===== config.mk =====
export PLATFORM = sky130hd
export DESIGN_NAME = ssr_record
export DESIGN_NICKNAME = d
export VERILOG_FILES = /design/src/hdl/ssr_pkg.sv /design/src/hdl/ssr_record.sv
export SDC_FILE = /design/constraint.sdc
export NUM_CORES = 1
export LEC_CHECK = 0
export ABC_AREA = 1
export BUFFER_PORTS_ARGS = -buffer_cell sky130_fd_sc_hd__buf_4
export CAP_MARGIN = 30
export CELL_PAD_IN_SITES_DETAIL_PLACEMENT = 1
export CELL_PAD_IN_SITES_GLOBAL_PLACEMENT = 1
export CORE_ASPECT_RATIO = 0.6
export CORE_MARGIN = 4
export CORE_UTILIZATION = 32
export CTS_BUF_LIST = sky130_fd_sc_hd__clkbuf_4
export CTS_CLUSTER_DIAMETER = 60
export DETAILED_ROUTE_END_ITERATION = 10
export PLACE_DENSITY_LB_ADDON = 0.1
export SLEW_MARGIN = 15
export SYNTH_ARGS = -nofsm -noshare
export SYNTH_HDL_FRONTEND = slang
export SYNTH_SLANG_ARGS = --single-unit

===== constraint.sdc =====
create_clock -name mclk_i -period 1.35 [get_ports mclk_i]
set_input_delay 0.135 -clock mclk_i [delete_from_list [all_inputs] [get_ports mclk_i]]
set_output_delay 0.135 -clock mclk_i [all_outputs]
set_load 0.05 [all_outputs]

===== src/hdl/ssr_pkg.sv =====
// package for the scan status record assembler, bytes 8 to 15
package ssr_pkg;

   // ------------------------------------------------------------
   // record layout
   // ------------------------------------------------------------
   localparam int unsigned SCAN_CNT_W = 32;
   localparam int unsigned SEL_W = 4;
   localparam int unsigned REC_BYTES = 8;
   localparam int unsigned REC_FIRST_BYTE = 8;
   localparam logic [SCAN_CNT_W-1:0] SCAN_CNT_RST = 32'h0000_0000;
   localparam logic [SEL_W-1:0] SEL_MIN = 4'h1;
   localparam logic [SEL_W-1:0] SEL_MAX = 4'hA;
   localparam logic [SEL_W-1:0] SEL_RST = 4'h0;

   // bit positions inside byte 12
   localparam int unsigned B12_ACTIVE = 7;
   localparam int unsigned B12_WARN_CLEAR = 6;
   localparam int unsigned B12_GUARD_CLEAR = 5;
   localparam int unsigned B12_RESTART_LOCK = 4;
   localparam int unsigned B12_OUTPUT_ON = 3;
   // bit positions inside byte 15
   localparam int unsigned B15_WARN_SEG1 = 7;
   localparam int unsigned B15_WARN_SEG2 = 6;
   localparam int unsigned B15_GUARD_SEG1 = 5;
   localparam int unsigned B15_GUARD_SEG2 = 4;
   localparam int unsigned B15_PAIR1 = 3;
   localparam int unsigned B15_PAIR2 = 2;

   // ------------------------------------------------------------
   // carriers
   // ------------------------------------------------------------
   // one scan result of protective function a
   typedef struct packed {
      logic active;
      logic func_a_warn_zone_clear;
      logic func_a_guard_zone_clear;
      logic restart_lock;
      logic output_on;
      logic [SEL_W-1:0] bank_sel;
      logic [SEL_W-1:0] pair_sel1;
      logic [SEL_W-1:0] pair_sel2;
      logic [SEL_W-1:0] pair_sel3;
      logic func_a_warn_segment1_clear;
      logic func_a_warn_segment2_clear;
      logic func_a_guard_segment1_clear;
      logic func_a_guard_segment2_clear;
      logic func_a_predefined_pair1_chosen;
      logic func_a_predefined_pair2_chosen;
   } ssr_func_a_s;

   // record bytes 8 to 15, byte 8 is the counter's low byte
   typedef struct packed {
      logic [7:0] byte15;
      logic [7:0] byte14;
      logic [7:0] byte13;
      logic [7:0] byte12;
      logic [SCAN_CNT_W-1:0] scan_cnt;
   } ssr_record_s;

endpackage : ssr_pkg


===== src/hdl/ssr_record.sv =====
// scan status record assembler: scan counter and protective function a status
// ----------------------------------------------------------------------------
// Summary of operation
// - 32-bit scan counter counts completed scans
// - counter cleared only by power-up reset
// - byte 12 bit 7 function active
// - byte 12 bit 6 warning zone free
// - byte 12 bit 5 guard zone free
// - byte 12 bit 3 mirrors switching output
// - byte 13 bank and first pair
// - byte 14 high nibble second pair
// - byte 14 low nibble third pair
// - byte 15 bits 7,6 warning segments
// - byte 15 bits 5,4 guard segments
// - byte 15 bits 3,2 predefined pairs
// ----------------------------------------------------------------------------
module ssr_record #(
   parameter int unsigned CNT_W = ssr_pkg::SCAN_CNT_W
) (
   // clock and reset
   input wire logic mclk_i,
   input wire logic reset_n_i,
   // scan result from the evaluation logic
   input wire logic scan_done_i,
   input wire ssr_pkg::ssr_func_a_s func_a_i,
   // assembled record
   output ssr_pkg::ssr_record_s record_o,
   output logic [ssr_pkg::SCAN_CNT_W-1:0] scan_cnt_o,
   output logic sel_range_err_o
);

   // ------------------------------------------------------------
   // elaboration check
   // ------------------------------------------------------------
   // the record field is fixed at 32 bits; a narrower counter would misreport
   if (CNT_W != ssr_pkg::SCAN_CNT_W) begin : g_bad_width
      $error("ssr_record: counter width must be 32");
   end
   // the counter must fill whole record bytes, low byte first
   if (ssr_pkg::SCAN_CNT_W % 8 != 0) begin : g_bad_bytes
      $error("ssr_record: counter width is not whole bytes");
   end
   // the selection fields must be able to hold the highest number reported
   if (ssr_pkg::SEL_MAX >= (1 << ssr_pkg::SEL_W)) begin : g_bad_sel
      $error("ssr_record: selection field too narrow");
   end
   // the record carrier must span exactly the eight bytes it stands for
   if ($bits(ssr_pkg::ssr_record_s) != ssr_pkg::REC_BYTES * 8) begin : g_bad_rec
      $error("ssr_record: record carrier has the wrong size");
   end
   // five flags, four selection numbers and six segment or pair flags
   if ($bits(ssr_pkg::ssr_func_a_s) != 5 + 4 * ssr_pkg::SEL_W + 6) begin : g_bad_stat
      $error("ssr_record: status carrier has the wrong size");
   end
   // flag positions must stay clear of the reserved low bits
   if (ssr_pkg::B12_OUTPUT_ON < 3 || ssr_pkg::B15_PAIR2 < 2) begin : g_bad_pos
      $error("ssr_record: flag overlaps a reserved bit");
   end

   // captured status, counter and range flag
   ssr_pkg::ssr_func_a_s status_q;
   logic [ssr_pkg::SCAN_CNT_W-1:0] scan_cnt_q;
   logic [ssr_pkg::SCAN_CNT_W-1:0] scan_cnt_d;
   logic sel_err_q;
   logic sel_err_d;

   // ------------------------------------------------------------
   // scan counter
   // ------------------------------------------------------------
   // plain add drops the carry, so all ones rolls to zero
   assign scan_cnt_d = scan_cnt_q + 32'h0000_0001;

   // only power-up reset clears it; no software clear exists on purpose
   // a host that wants a scan rate must difference two reads, since the
   // count never restarts on its own short of a wrap
   always_ff @(posedge mclk_i or negedge reset_n_i) begin
      if (!reset_n_i) begin
         scan_cnt_q <= ssr_pkg::SCAN_CNT_RST;
      end else if (scan_done_i) begin
         scan_cnt_q <= scan_cnt_d;
      end
   end

   // ------------------------------------------------------------
   // function a status capture
   // ------------------------------------------------------------
   // latched once per completed scan so the host sees a consistent snapshot
   // the price is one cycle of latency behind the evaluation logic
   always_ff @(posedge mclk_i or negedge reset_n_i) begin
      if (!reset_n_i) begin
         status_q <= '0;
      end else if (scan_done_i) begin
         status_q <= func_a_i;
      end
   end

   // a selection outside 1..10 is still reported as given, but flagged while the function is active
   function automatic logic sel_bad(input logic [ssr_pkg::SEL_W-1:0] v);
      sel_bad = (v < ssr_pkg::SEL_MIN) || (v > ssr_pkg::SEL_MAX);
   endfunction : sel_bad

   // range flag only meaningful while the function is active
   always_comb begin
      sel_err_d = func_a_i.active &&
                  (sel_bad(func_a_i.bank_sel) || sel_bad(func_a_i.pair_sel1) ||
                   sel_bad(func_a_i.pair_sel2) || sel_bad(func_a_i.pair_sel3));
   end

   // range flag follows the same snapshot timing as the record
   // so a host never sees a flag that belongs to a different scan
   always_ff @(posedge mclk_i or negedge reset_n_i) begin
      if (!reset_n_i) begin
         sel_err_q <= 1'b0;
      end else if (scan_done_i) begin
         sel_err_q <= sel_err_d;
      end
   end

   // ------------------------------------------------------------
   // record packing
   // ------------------------------------------------------------
   // one process builds the whole record so every byte has a single driver;
   // reserved bits are zeroed first and then left untouched
   always_comb begin
      record_o = '0;
      // bytes 8 to 11: counter, low byte first
      record_o.scan_cnt = scan_cnt_q;
      // byte 12: function flags
      record_o.byte12[ssr_pkg::B12_ACTIVE] = status_q.active;
      record_o.byte12[ssr_pkg::B12_WARN_CLEAR] = status_q.func_a_warn_zone_clear;
      record_o.byte12[ssr_pkg::B12_GUARD_CLEAR] = status_q.func_a_guard_zone_clear;
      record_o.byte12[ssr_pkg::B12_RESTART_LOCK] = status_q.restart_lock;
      record_o.byte12[ssr_pkg::B12_OUTPUT_ON] = status_q.output_on;
      // byte 13: bank in the high nibble, first pair in the low nibble
      record_o.byte13 = {status_q.bank_sel, status_q.pair_sel1};
      // byte 14: second and third pair
      record_o.byte14[7:4] = status_q.pair_sel2;
      record_o.byte14[3:0] = status_q.pair_sel3;
      // byte 15: segment flags and predefined pairs
      record_o.byte15[ssr_pkg::B15_WARN_SEG1] = status_q.func_a_warn_segment1_clear;
      record_o.byte15[ssr_pkg::B15_WARN_SEG2] = status_q.func_a_warn_segment2_clear;
      record_o.byte15[ssr_pkg::B15_GUARD_SEG1] = status_q.func_a_guard_segment1_clear;
      record_o.byte15[ssr_pkg::B15_GUARD_SEG2] = status_q.func_a_guard_segment2_clear;
      record_o.byte15[ssr_pkg::B15_PAIR1] = status_q.func_a_predefined_pair1_chosen;
      record_o.byte15[ssr_pkg::B15_PAIR2] = status_q.func_a_predefined_pair2_chosen;
   end

   // ------------------------------------------------------------
   // outputs
   // ------------------------------------------------------------
   // straight from the flops, no logic between
   assign scan_cnt_o = scan_cnt_q;
   assign sel_range_err_o = sel_err_q;

   // ------------------------------------------------------------
   // counter assertions
   // ------------------------------------------------------------
   // each completed scan moves the count by exactly one
   a_cnt_step: assert property (@(posedge mclk_i) disable iff (!reset_n_i)
      scan_done_i |=> scan_cnt_o == $past(scan_cnt_o) + 32'h0000_0001)
      else $error("scan counter did not advance by one");

   // no scan, no movement: only power-up may clear the count
   a_cnt_hold: assert property (@(posedge mclk_i) disable iff (!reset_n_i)
      !scan_done_i |=> $stable(scan_cnt_o))
      else $error("scan counter changed without a scan");

   // all ones must roll to zero rather than stick
   // out of reach of a short run; kept for formal tools
   a_cnt_wrap: assert property (@(posedge mclk_i) disable iff (!reset_n_i)
      (scan_done_i && scan_cnt_o == 32'hFFFF_FFFF) |=> scan_cnt_o == 32'h0000_0000)
      else $error("scan counter did not wrap");

   // the separate counter port must never disagree with the record
   a_cnt_mirror: assert property (@(posedge mclk_i) disable iff (!reset_n_i)
      scan_cnt_o == record_o.scan_cnt)
      else $error("counter port and record disagree");

   // ------------------------------------------------------------
   // status assertions
   // ------------------------------------------------------------
   // byte 12 flags follow the scan that was just captured
   a_active_bit: assert property (@(posedge mclk_i) disable iff (!reset_n_i)
      scan_done_i |=> record_o.byte12[7] == $past(func_a_i.active))
      else $error("active bit wrong");

   a_zone_bits: assert property (@(posedge mclk_i) disable iff (!reset_n_i)
      scan_done_i |=> record_o.byte12[6:5] ==
         $past({func_a_i.func_a_warn_zone_clear, func_a_i.func_a_guard_zone_clear}))
      else $error("zone bits wrong");

   a_guard_bit: assert property (@(posedge mclk_i) disable iff (!reset_n_i)
      scan_done_i |=> record_o.byte12[5] == $past(func_a_i.func_a_guard_zone_clear))
      else $error("guard zone bit wrong");

   // restart interlock bit rides along with the other byte 12 flags
   a_restart_bit: assert property (@(posedge mclk_i) disable iff (!reset_n_i)
      scan_done_i |=> record_o.byte12[4] == $past(func_a_i.restart_lock))
      else $error("restart interlock bit wrong");

   a_output_bit: assert property (@(posedge mclk_i) disable iff (!reset_n_i)
      scan_done_i |=> record_o.byte12[3] == $past(func_a_i.output_on))
      else $error("switching output bit wrong");

   // selection nibbles are passed through unchanged, even out of range
   a_byte13_sel: assert property (@(posedge mclk_i) disable iff (!reset_n_i)
      scan_done_i |=> record_o.byte13 == $past({func_a_i.bank_sel, func_a_i.pair_sel1}))
      else $error("byte 13 selection wrong");

   // second and third pair share byte 14, high nibble first
   a_pair2_sel: assert property (@(posedge mclk_i) disable iff (!reset_n_i)
      scan_done_i |=> record_o.byte14[7:4] == $past(func_a_i.pair_sel2))
      else $error("second pair wrong");

   a_pair3_sel: assert property (@(posedge mclk_i) disable iff (!reset_n_i)
      scan_done_i |=> record_o.byte14[3:0] == $past(func_a_i.pair_sel3))
      else $error("third pair wrong");

   // segment and predefined pair flags in byte 15
   a_warn_segs: assert property (@(posedge mclk_i) disable iff (!reset_n_i)
      scan_done_i |=> record_o.byte15[7:6] == $past({func_a_i.func_a_warn_segment1_clear,
         func_a_i.func_a_warn_segment2_clear}))
      else $error("warning segment bits wrong");

   a_guard_segs: assert property (@(posedge mclk_i) disable iff (!reset_n_i)
      scan_done_i |=> record_o.byte15[5:4] == $past({func_a_i.func_a_guard_segment1_clear,
         func_a_i.func_a_guard_segment2_clear}))
      else $error("guard segment bits wrong");

   a_pair_chosen: assert property (@(posedge mclk_i) disable iff (!reset_n_i)
      scan_done_i |=> record_o.byte15[3:2] == $past({func_a_i.func_a_predefined_pair1_chosen,
         func_a_i.func_a_predefined_pair2_chosen}))
      else $error("predefined pair bits wrong");

   // a status change between scans must not leak into the record
   a_record_hold: assert property (@(posedge mclk_i) disable iff (!reset_n_i)
      !scan_done_i |=> $stable({record_o.byte15, record_o.byte14, record_o.byte13,
         record_o.byte12}))
      else $error("record changed without a scan");

   // range flag: never set while the function is inactive
   a_err_idle: assert property (@(posedge mclk_i) disable iff (!reset_n_i)
      (scan_done_i && !func_a_i.active) |=> !sel_range_err_o)
      else $error("range flag set for inactive function");

   a_err_zero: assert property (@(posedge mclk_i) disable iff (!reset_n_i)
      (scan_done_i && func_a_i.active && func_a_i.bank_sel == 4'h0) |=> sel_range_err_o)
      else $error("range flag missed a zero bank");

   a_err_high: assert property (@(posedge mclk_i) disable iff (!reset_n_i)
      (scan_done_i && func_a_i.active && func_a_i.pair_sel3 > 4'hA) |=> sel_range_err_o)
      else $error("range flag missed a high pair");

   a_err_inrange: assert property (@(posedge mclk_i) disable iff (!reset_n_i)
      (scan_done_i && func_a_i.bank_sel inside {[ssr_pkg::SEL_MIN:ssr_pkg::SEL_MAX]}
         && func_a_i.pair_sel1 inside {[ssr_pkg::SEL_MIN:ssr_pkg::SEL_MAX]}
         && func_a_i.pair_sel2 inside {[ssr_pkg::SEL_MIN:ssr_pkg::SEL_MAX]}
         && func_a_i.pair_sel3 inside {[ssr_pkg::SEL_MIN:ssr_pkg::SEL_MAX]})
         |=> !sel_range_err_o)
      else $error("range flag set for valid numbers");

   a_err_hold: assert property (@(posedge mclk_i) disable iff (!reset_n_i)
      !scan_done_i |=> $stable(sel_range_err_o))
      else $error("range flag changed without a scan");

   // ------------------------------------------------------------
   // reset and reserved assertions
   // ------------------------------------------------------------
   // first edge after release: everything still at its power-up value
   a_status_reset: assert property (@(posedge mclk_i)
      $rose(reset_n_i) |-> (record_o.byte12 == 8'h00 && record_o.byte15 == 8'h00
         && scan_cnt_o == 32'h0000_0000))
      else $error("record not zero after reset");

   // selection numbers and the range flag also start at zero
   a_sel_reset: assert property (@(posedge mclk_i)
      $rose(reset_n_i) |-> (record_o.byte13 == 8'h00 && record_o.byte14 == 8'h00
         && !sel_range_err_o))
      else $error("selections not zero after reset");

   // two edges into a held reset the record must read all zeros
   a_reset_zero: assert property (@(posedge mclk_i)
      (!reset_n_i ##1 !reset_n_i) |-> (record_o == '0 && !sel_range_err_o))
      else $error("record not zero during reset");

   // reserved positions never carry anything
   a_reserved_low: assert property (@(posedge mclk_i) disable iff (!reset_n_i)
      record_o.byte12[2:0] == 3'h0 && record_o.byte15[1:0] == 2'h0)
      else $error("reserved bits not zero");

   // ------------------------------------------------------------
   // cover properties
   // ------------------------------------------------------------
   // main scenarios the tests are expected to reach, except the counter wrap, which is left for formal tools
   c_scan_done: cover property (@(posedge mclk_i) disable iff (!reset_n_i)
      scan_done_i ##1 scan_done_i);
   c_cnt_wrap: cover property (@(posedge mclk_i) disable iff (!reset_n_i)
      scan_done_i && scan_cnt_o == 32'hFFFF_FFFF);
   c_zone_violate: cover property (@(posedge mclk_i) disable iff (!reset_n_i)
      record_o.byte12[7] && !record_o.byte12[5]);
   c_range_err: cover property (@(posedge mclk_i) disable iff (!reset_n_i)
      sel_range_err_o);
   c_sel_max: cover property (@(posedge mclk_i) disable iff (!reset_n_i)
      scan_done_i && func_a_i.bank_sel == ssr_pkg::SEL_MAX);

endmodule : ssr_record

Yosys cells after proc, flatten, opt, wreduce, memory -nomap -nowiden:

Cells that the tools add are included.

* magnitude comparators: 8
* $add $sub $neg: 1
* reduce and logical (&&, ||, !) cells: 8

Operators by type and width (number)
* 32-bit by 1-bit adder with 32-bit output (second input constant): 1
* 4-bit greater-than comparator (second input constant): 4
* 4-bit by 1-bit less-than comparator with 1-bit output (second input constant): 4
* 1-bit logical OR: 7
* 1-bit logical AND: 1

* logic and storage cells: 34
* flip-flop bits (word level): 60
* output and inout bits: 97

Depth between registers and ports, before layout:

Gate-level depths: netlist of the first run.

* word-level depth: 6
* gate-level depth with buffers: 10

Worst setup path before layout of the first run:

No wires, ideal clock.

* path type: reg2reg
* start: register scan_cnt_q, in the netlist scan_cnt_o[0]
* end: register scan_cnt_q, in the netlist scan_cnt_o[24]
* arrival: 1.661 ns
* setup time: 0.124 ns
* period minus slack after synthesis: 1.784 ns
* stages on the path, launching flop included: 8
* path slack: -0.434 ns
* path through: dfrtp_1 ha_1 nand2_2 nor2_4 nand3_1 nor2_2 nand2_1 xor2_1

* cells in the longest elaborated chain, start to end: 1

Ends and longest elaborated chain
* start, declared: line ssr_record.sv:62 `logic [ssr_pkg::SCAN_CNT_W-1:0] scan_cnt_q;`
* start signal, assigned: line ssr_record.sv:78 `scan_cnt_q <= ssr_pkg::SCAN_CNT_RST;`
* start signal, assigned: line ssr_record.sv:80 `scan_cnt_q <= scan_cnt_d;`
* 32-bit by 1-bit adder with 32-bit output: line ssr_record.sv:71 `assign scan_cnt_d = scan_cnt_q + 32'h0000_0001;`

Every way passes these cells.
A chain may end at the register's enable or synchronous reset.

Worst setup path after layout of the first run:

* start: register scan_cnt_q, in the netlist scan_cnt_o[0]
* end: register scan_cnt_q, in the netlist scan_cnt_o[26]

The elaborated chain is that of the path after synthesis.

==> results.sh, run 1 <==
export IMPL_outcome="complete, but fails checks"
export IMPL_failed_checks="setup timing"
export IMPL_holdPathEnd="record_o[48]"
export IMPL_die_area_mm2=0.0116
export IMPL_rsz0062_at_grt="true"
export IMPL_finalCritPeriodShare_pct=107
export IMPL_hold_viol_final=0
export IMPL_crit_chain="ha_4 -> nand2_4 -> nor2_4 -> nand2_4 -> nor2_4 -> nand3_4 -> xnor2_2"
export IMPL_wl_um=11200
export IMPL_vias=3140
export IMPL_fin_crit_ns=1.45
export IMPL_fin_util_pct=54.8
export IMPL_dpl_hpwl_um=8210
export IMPL_finalSetupViolations=14
export IMPL_finalPower_uw=5940
export IMPL_yosysUniqueCellTypes=23
export IMPL_setup_ws_ns=-0.0952
export IMPL_rr_startpoint="scan_cnt_o[0]"
export IMPL_drc=0
export IMPL_cpLargestDelayFamily="simple AND/OR/NAND/NOR gates"
export IMPL_slew_viol_final=0
export IMPL_slowest_delay_ns=0.41
export IMPL_gp_congestion=0.844
export IMPL_synth_top_area_share_pct=47.4
export IMPL_area_growth_pct=62.4
export IMPL_netlist_instances=397
export IMPL_yosysMostFrequentCell="nand2_1"
export IMPL_ys_top_cells_by_area="dfrtp_1, nand2_1, buf_4"
export IMPL_drt_iter0_markers=137
export IMPL_clockBufferDepth=2
export IMPL_start_util_pct=33.7
export IMPL_end_kind="register"
export IMPL_synth_edff_count=0
export IMPL_drtAntennaViolNets=0
export IMPL_worstSetupStartpointType="register"
export IMPL_viasPerCell=4.45
export IMPL_ff2ff_path_depth=7
export IMPL_dpl_cell_area_mm2=0.00437
export IMPL_pre_cts_ws_ns=-0.137
export IMPL_hold_path_depth=3
export IMPL_cts_tree="built"
export IMPL_max_cap_viol_count=0
export IMPL_critPathSlowestCell="dfrtp_2"
export IMPL_antenna_found_initial=0
export IMPL_grt_first_pass_wirelength_um=17900
export IMPL_numPortBuffers=121
export IMPL_drt_first_pass_iters=4
export IMPL_final_area_mm2=0.00514
export IMPL_post_drt_wl_per_cell_um=15.9
export IMPL_worstPathRequired_ns=1.65
export IMPL_fin_skew_ns=0.0122
export IMPL_leakage_uw=0.00263
export IMPL_tns_ns=-0.693
export IMPL_clock_root_buffer="clkbuf_4"
export IMPL_synth_area_mm2=0.00317
export IMPL_synth_common_cells="nand2_1, dfrtp_1, inv_1"
export IMPL_clock_fmax_mhz=692
export IMPL_num_rows=27
export IMPL_yosysSeqAreaShare_pct=47.4
export IMPL_ir_drop_v=0.00154
export IMPL_synth_area_per_cell_um2=7.98
export IMPL_synth_seq_cells=60
export IMPL_final_nets=602
export IMPL_gr_usage_all_layers_pct=19.7
export IMPL_crit_fanout=5
export IMPL_cts_made_buffers=9
export IMPL_num_antenna_cells=0
export IMPL_path_class="register to register"
export IMPL_cp_num_buf_inv=0
export IMPL_hold_path_class="primary input to register"
export IMPL_dieHeight_um=85.1
export IMPL_synth_top_area_cell="dfrtp_1"
export IMPL_ys_warnings_count=0
export IMPL_async_flop_share_pct=100
export IMPL_critPathArrivalTime_ns=1.75
export IMPL_grt_overflow_total=0
export IMPL_die_w_um=136
export IMPL_timing_reg2reg_setup_slack_ns=-0.1
export IMPL_drive_above_1_share_pct=43.1
export IMPL_reg2reg_to="scan_cnt_o[26]"
export IMPL_coreArea_mm2=0.00939
export IMPL_num_io_pins=127
export IMPL_path_clk_slew_ns=0.11
export IMPL_synth_top_flop_cell="dfrtp_1"
export IMPL_htreeDepth=3
export IMPL_grt_pass1_vias=3420
export IMPL_clkLatencyLatePin_ns=0.41
export IMPL_cts_sinks=60
export IMPL_hold_start="func_a_i[6]"
export IMPL_pwr_density_cell_mw_per_mm2=1150
export IMPL_grt_max_degree=30
## flip-flops by register name, summed over array words and instances, names as in the netlist
register / cells
record_o: 27
scan_cnt_o: 32
sel_range_err_o: 1
## placed cells by master, fill, tap and decap left out, drive strengths merged
cell type and instances:
buf 178, clkbuf 9, clkinv 6, clkinvlp 1
conb 5, dfrtp 60, dlygate4sd3 25, ha 1
inv 41, nand2 142, nand3 16, nand3b 2
nand4 12, nor2 37, nor3 6, nor4 1
o21ai 12, xnor2 10, xor2 12
## where the power goes
group          switching [uW]  leakage, uW  internal, uW
combinational            1720      0.00187          1040
clock                     683    0.0000580           350
sequential                156     0.000703          1990
## what timing repair did
action	4_1_cts	5_1_grt
hold endpoints to repair	85	0
hold buffers	25	0
gates resized for setup	41	52
setup endpoints to repair	42	63
pin swaps	9	12
setup buffers	5	6
## how the worst max path moves through the flow
stage                        startpoint             end  slack (ns)  depth (start not counted)
after floorplan           scan_cnt_o[0]  scan_cnt_o[24]       -0.18                          7
after global placement    scan_cnt_o[6]  scan_cnt_o[26]       -0.09                          6
after detailed placement  scan_cnt_o[6]  scan_cnt_o[26]       -0.14                          6
after CTS                 scan_cnt_o[0]  scan_cnt_o[26]       -0.06                          7
after global routing      scan_cnt_o[0]  scan_cnt_o[28]       -0.21                          9
final                     scan_cnt_o[0]  scan_cnt_o[26]        -0.1                          7
## stage by stage
stage	std cells	hold WS, ns
global route	706	0.0109
detailed placement	655	0.103
CTS	701	0.00680
global placement	655	0.0999
finish	706	0.0524
floorplan	401	-0.161
## worst reg2reg max path, cell delays in order, from the launching register on
cell	delay, ns
dfrtp_2	0.41
ha_4	0.15
nand2_4	0.05
nor2_4	0.15
nand2_4	0.09
nor2_4	0.21
nand3_4	0.11
xnor2_2	0.15
## final cells by class
| type | count | area [um^2] |
|---|---|---|
| timing repair buffer | 203 | 1840 |
| clock buffer | 9 | 67.6 |
| clock inverter | 7 | 33.8 |
| multi-input combinational | 256 | 1360 |
| fill | 1158 | 4250 |
| tap | 130 | 163 |
| inverter | 41 | 154 |
| sequential | 60 | 1530 |
## metal layers
layer	vias up	part of all wire, %	GRT usage [%]
met5	-	0	0
met4	0	0.43	5.03
met2	88	46	30.4
met3	4	5.9	4.68
li1	1530	-	-
met1	1518	48	28.0
## kinds of logic (layout without fill, tap and decap cells)
family                     after synthesis  in the layout  synth area share, %
AOI/OAI and AO/OA                       12             12                 1.90
xor gates and xnor gates                22             22                 6.08
adders and majority gates                1              1                0.395
buffers and inverters                   85            260                 14.7
DFF                                     60             60                 47.4
other                                    1              5                0.118
and+or+nand+nor                        216            216                 29.4
No activity file was read; power rests on OpenSTA's default activity.
==> run 2: changes to the inputs <==
Settings changed: SETUP_SLACK_MARGIN set to 0.3.
==> results.sh, run 2 (same netlist as run 1, synthesis figures left out) <==
export IMPL_outcome="complete, but fails checks"
export IMPL_failed_checks="setup timing"
export IMPL_die_w_um=136
export IMPL_worstSetupStartpointType="register"
export IMPL_ir_drop_v=0.00197
export IMPL_vias=3714
export IMPL_finalCritPeriodShare_pct=118
export IMPL_ff2ff_path_depth=6
export IMPL_finalSetupViolations=35
export IMPL_drt_iter0_markers=171
export IMPL_dieHeight_um=85.1
export IMPL_gr_usage_all_layers_pct=23.9
export IMPL_cts_made_buffers=9
export IMPL_final_nets=669
export IMPL_clock_fmax_mhz=628
export IMPL_viasPerCell=4.80
export IMPL_drc=0
export IMPL_wl_um=16100
export IMPL_die_area_mm2=0.0116
export IMPL_layout_common_cells="nand2_1, buf_4, buf_6"
export IMPL_leakage_uw=0.00324
export IMPL_htreeDepth=3
export IMPL_num_io_pins=127
export IMPL_num_antenna_cells=0
export IMPL_worstPathRequired_ns=1.67
export IMPL_max_cap_viol_count=0
export IMPL_coreArea_mm2=0.00939
export IMPL_pre_cts_ws_ns=-0.146
export IMPL_stdcell_count=773
export IMPL_antenna_found_initial=0
export IMPL_final_common_cell="nand2_1"
export IMPL_num_rows=27
export IMPL_hold_viol_final=0
export IMPL_fin_util_pct=67.9
export IMPL_end_kind="register"
export IMPL_fillers=1026
export IMPL_drive_above_1_share_pct=53.5
export IMPL_tns_ns=-2.93
export IMPL_numPortBuffers=121
export IMPL_grt_pass1_vias=3875
export IMPL_fin_skew_ns=0.0228
export IMPL_place_inst=656
export IMPL_rsz0062_at_grt="true"
export IMPL_hold_path_class="primary input to async pin"
export IMPL_drtAntennaViolNets=0
export IMPL_path_clk_slew_ns=0.11
export IMPL_grt_first_pass_wirelength_um=21300
export IMPL_cts_sinks=60
export IMPL_grt_overflow_total=0
export IMPL_start_util_pct=33.7
export IMPL_drt_first_pass_iters=4
export IMPL_gp_congestion=0.888
export IMPL_area_growth_pct=101
export IMPL_clock_root_buffer="clkbuf_4"
export IMPL_cts_tree="built"
export IMPL_clkLatencyLatePin_ns=0.45
export IMPL_setup_ws_ns=-0.242
export IMPL_path_class="register to register"
export IMPL_critPathArrivalTime_ns=1.91
export IMPL_pwr_density_cell_mw_per_mm2=1150
export IMPL_grt_max_degree=37
export IMPL_fin_crit_ns=1.59
export IMPL_largest_reg_flops=32
export IMPL_post_drt_wl_per_cell_um=20.8
export IMPL_slew_viol_final=0
export IMPL_dpl_hpwl_um=8310
export IMPL_clockBufferDepth=2
export IMPL_crit_fanout=5
export IMPL_finalPower_uw=7350
-- run 2: changes by cell type in the layout (fill, tap and decap cells not counted), sizes merged --
cell          change
clkinvlp          -1
clkbuf            +1
clkinv            -3
buf              +66
dlymetal6s4s      +1
bufinv            +3
-- run 2: layout make-up --
type | count | area, um^2 | area share (%)
timing repair buffer | 270 | 2840 | 44.6
sequential | 60 | 1540 | 24.2
multi-input combinational | 256 | 1500 | 23.5
tap | 130 | 163 | 2.55
inverter | 41 | 154 | 2.42
clock inverter | 6 | 103 | 1.61
clock buffer | 10 | 75.1 | 1.18
-- run 2: where the power goes --
group | internal [uW] | switching (uW)
Sequential | 1990 | 210
Combinational | 1490 | 1950
Clock | 943 | 758
-- run 2: routing by layer --
| metal | track usage, % | vias up | part of all wire, % |
|---|---|---|---|
| met1 | 30.2 | 1866 | 40 |
| met4 | 6.13 | 0 | 2.4 |
| met2 | 41.2 | 147 | 51 |
| met3 | 5.92 | 33 | 5.8 |
| met5 | 0 | - | 0 |
| li1 | - | 1668 | - |
-- run 2: worst paths after layout --
check                                from              to  slack [ns]
max                        scan_cnt_o[13]  scan_cnt_o[17]       -0.24
min                             reset_n_i    record_o[45]        0.04
max reg2reg                scan_cnt_o[13]  scan_cnt_o[17]       -0.24
min reg2reg                  record_o[46]    record_o[46]        0.53
max in group asynchronous       reset_n_i    record_o[54]        0.82
min in group mclk_i           func_a_i[8]    record_o[50]        0.05
-- run 2: what timing repair did --
action | in CTS | in global routing
gates resized for setup | 188 | 69
endpoints found under the hold margin | 84 | 1
setup buffers | 38 | 37
hold buffers | 25 | 1
pin swaps | 14 | 30
endpoints found under the setup margin | 121 | 123
-- run 2: stage by stage --
step	hold slack, ns	area, um^2
4_1_cts	0.00248	5810
5_1_grt	0.0204	6370
6_report	0.0427	6370
3_5_place_dp	-0.0380	4380
2_1_floorplan	-0.161	3250
3_3_place_gp	-0.0371	4380
-- run 2: worst max-delay path, cell delays in order (launching register included) --
cell,delay [ns]
dfrtp_2,0.42
nand2_4,0.08
nor2_4,0.11
buf_6,0.11
nand4_1,0.17
nor2_4,0.26
xor2_1,0.32
==> run 3: changes to the inputs <==
Settings changed: ABC_AREA 1 to unset, CORE_UTILIZATION 32 to 34, SLEW_MARGIN 15 to unset.
==> results.sh, run 3 <==
export IMPL_ys_top_cells_by_area="dfrtp_1, mux2_2, buf_4"
export IMPL_finalSetupViolations=39
export IMPL_die_w_um=127
export IMPL_hold_viol_final=0
export IMPL_num_antenna_cells=0
export IMPL_hold_path_class="primary input to async pin"
export IMPL_yosysSeqAreaShare_pct=52.1
export IMPL_post_drt_wl_per_cell_um=21.0
export IMPL_rr_startpoint="scan_cnt_o[17]"
export IMPL_max_cap_viol_count=0
export IMPL_finalCritPeriodShare_pct=114
export IMPL_worstSetupStartpointType="register"
export IMPL_antenna_found_initial=0
export IMPL_largest_reg_flops=32
export IMPL_num_io_pins=127
export IMPL_cts_sinks=60
export IMPL_place_inst=463
export IMPL_ys_warnings_count=0
export IMPL_coreArea_mm2=0.00807
export IMPL_synth_common_cells="dfrtp_1, buf_4, mux2_2"
export IMPL_path_clk_slew_ns=0.13
export IMPL_synthSimpleGateAreaFrac_pct=14.2
export IMPL_drc=0
export IMPL_yosysUniqueCellTypes=27
export IMPL_grt_pass1_vias=2840
export IMPL_path_class="register to register"
export IMPL_drtAntennaViolNets=0
export IMPL_numPortBuffers=121
export IMPL_fin_skew_ns=0.0223
export IMPL_rsz0062_at_grt="true"
export IMPL_crit_fanout=5
export IMPL_synth_top_area_share_pct=52.1
export IMPL_grt_first_pass_wirelength_um=15700
export IMPL_fin_crit_ns=1.53
export IMPL_end_kind="register"
export IMPL_synth_seq_cells=60
export IMPL_die_area_mm2=0.0101
export IMPL_cts_made_buffers=9
export IMPL_ff2ff_path_depth=6
export IMPL_start_util_pct=35.7
export IMPL_synth_compound_area_share_pct=1.95
export IMPL_final_nets=476
export IMPL_synthXorXnorAreaFrac_pct=9.43
export IMPL_pwr_density_cell_mw_per_mm2=1150
export IMPL_gr_usage_all_layers_pct=20.4
export IMPL_synth_top_flop_cell="dfrtp_1"
export IMPL_layout_common_cells="buf_4, buf_6, buf_8"
export IMPL_vias=2708
export IMPL_drt_first_pass_iters=4
export IMPL_fin_util_pct=70.4
export IMPL_clock_fmax_mhz=652
export IMPL_final_common_cell="buf_4"
export IMPL_cts_tree="built"
export IMPL_synth_top_family_by_area="simple AND/OR/NAND/NOR gates"
export IMPL_grt_max_degree=31
export IMPL_synth_area_per_cell_um2=12.4
export IMPL_netlist_instances=233
export IMPL_drt_iter0_markers=96
export IMPL_outcome="complete, but fails checks"
export IMPL_synth_top_area_cell="dfrtp_1"
export IMPL_clockBufferDepth=2
export IMPL_critPathArrivalTime_ns=1.85
export IMPL_stdcell_count=558
export IMPL_leakage_uw=0.00273
export IMPL_synth_mux_area_share_pct=10.6
export IMPL_viasPerCell=4.85
export IMPL_htreeDepth=3
export IMPL_dpl_hpwl_um=6110
export IMPL_ir_drop_v=0.00151
export IMPL_wl_um=11700
export IMPL_synth_area_mm2=0.00288
export IMPL_gp_congestion=0.747
export IMPL_async_flop_share_pct=100
export IMPL_num_rows=25
export IMPL_slew_viol_final=0
export IMPL_synth_fa_ha_area_share_pct=0.434
export IMPL_area_growth_pct=97.2
export IMPL_synth_edff_count=0
export IMPL_dieHeight_um=79.3
export IMPL_drive_above_1_share_pct=70.0
export IMPL_setup_ws_ns=-0.184
export IMPL_yosysMostFrequentCell="dfrtp_1"
export IMPL_startpoint="scan_cnt_o[17]"
export IMPL_pre_cts_ws_ns=-0.0613
export IMPL_failed_checks="setup timing"
export IMPL_clkLatencyLatePin_ns=0.44
export IMPL_clock_root_buffer="clkbuf_4"
export IMPL_worstPathRequired_ns=1.66
export IMPL_grt_overflow_total=0
==> run 3: path summary, 6_finish.rpt <==
kind / end / slack, ns
min in group mclk_i: scan_cnt_o[3] / 0.23
min: scan_cnt_o[31] / 0.15
max: scan_cnt_o[29] / -0.18
max reg2reg: scan_cnt_o[29] / -0.18
min reg2reg: record_o[63] / 0.54
max in group asynchronous: scan_cnt_o[19] / 0.66
==> run 3: final cells by class <==
class | instances | area [um^2]
clock buffers | 9 | 67.6
clock inverters | 7 | 33.8
fillers | 749 | 2390
inverters | 4 | 15.0
multi-input cells | 130 | 1260
flip-flops and latches | 60 | 1540
well taps | 108 | 135
repair buffers | 240 | 2620
==> run 3: where the power goes <==
part | internal, uW | leakage, uW | switching [uW] | total (uW)
registers | 2000 | 0.000714 | 249 | 2250
clock network | 353 | 0.0000664 | 734 | 1090
logic | 1420 | 0.00195 | 1770 | 3190
==> run 3: per-stage QoR <==
step                power (uW)  hold WS, ns  TNS, ns  area, um^2
finish                    6530        0.152    -3.16        5680
global route              6810        0.151    -5.87        5680
CTS                       6170        0.159   -0.301        5310
detailed placement        4500       0.0841   -0.519        4020
global placement          4470       0.0877  -0.0607        4020
floorplan                 3760       -0.161    -5.82        2980
==> run 3: kinds of logic (layout without fill, tap and decap cells) <==
| group | Yosys count | in the layout |
|---|---|---|
| XOR/XNOR | 31 | 31 |
| buffers and inverters | 47 | 260 |
| AND/OR/NAND/NOR | 58 | 58 |
| AO/OA/AOI/OAI | 8 | 8 |
| multiplexers | 27 | 27 |
| flip-flops | 60 | 60 |
| adder cells (fa/ha/maj) | 1 | 1 |
| other | 1 | 5 |
==> run 3: critical path, stage by stage, from the launching register on <==
cell and delay [ns]:
dfrtp_2 0.40, nand4_1 0.12, buf_6 0.16, nor4_4 0.24, buf_4 0.20, nand4_1 0.13
xnor2_1 0.16
==> run 3: repair_timing <==
action / in CTS / in global routing
pin swaps: 22 / 15
endpoints found under the setup margin: 120 / 121
hold buffers: 30 / 0
setup buffers: 26 / 23
resized for setup: 183 / 39
endpoints found under the hold margin: 89 / 0
==> run 3: metal layers <==
metal / vias up / global-route usage (%) / routed length (um)
li1: 1192 / - / -
met1: 1381 / 25.3 / 4840
met5: - / 0 / 0
met4: 0 / 6.10 / 281
met3: 24 / 6.32 / 627
met2: 111 / 34.3 / 5990
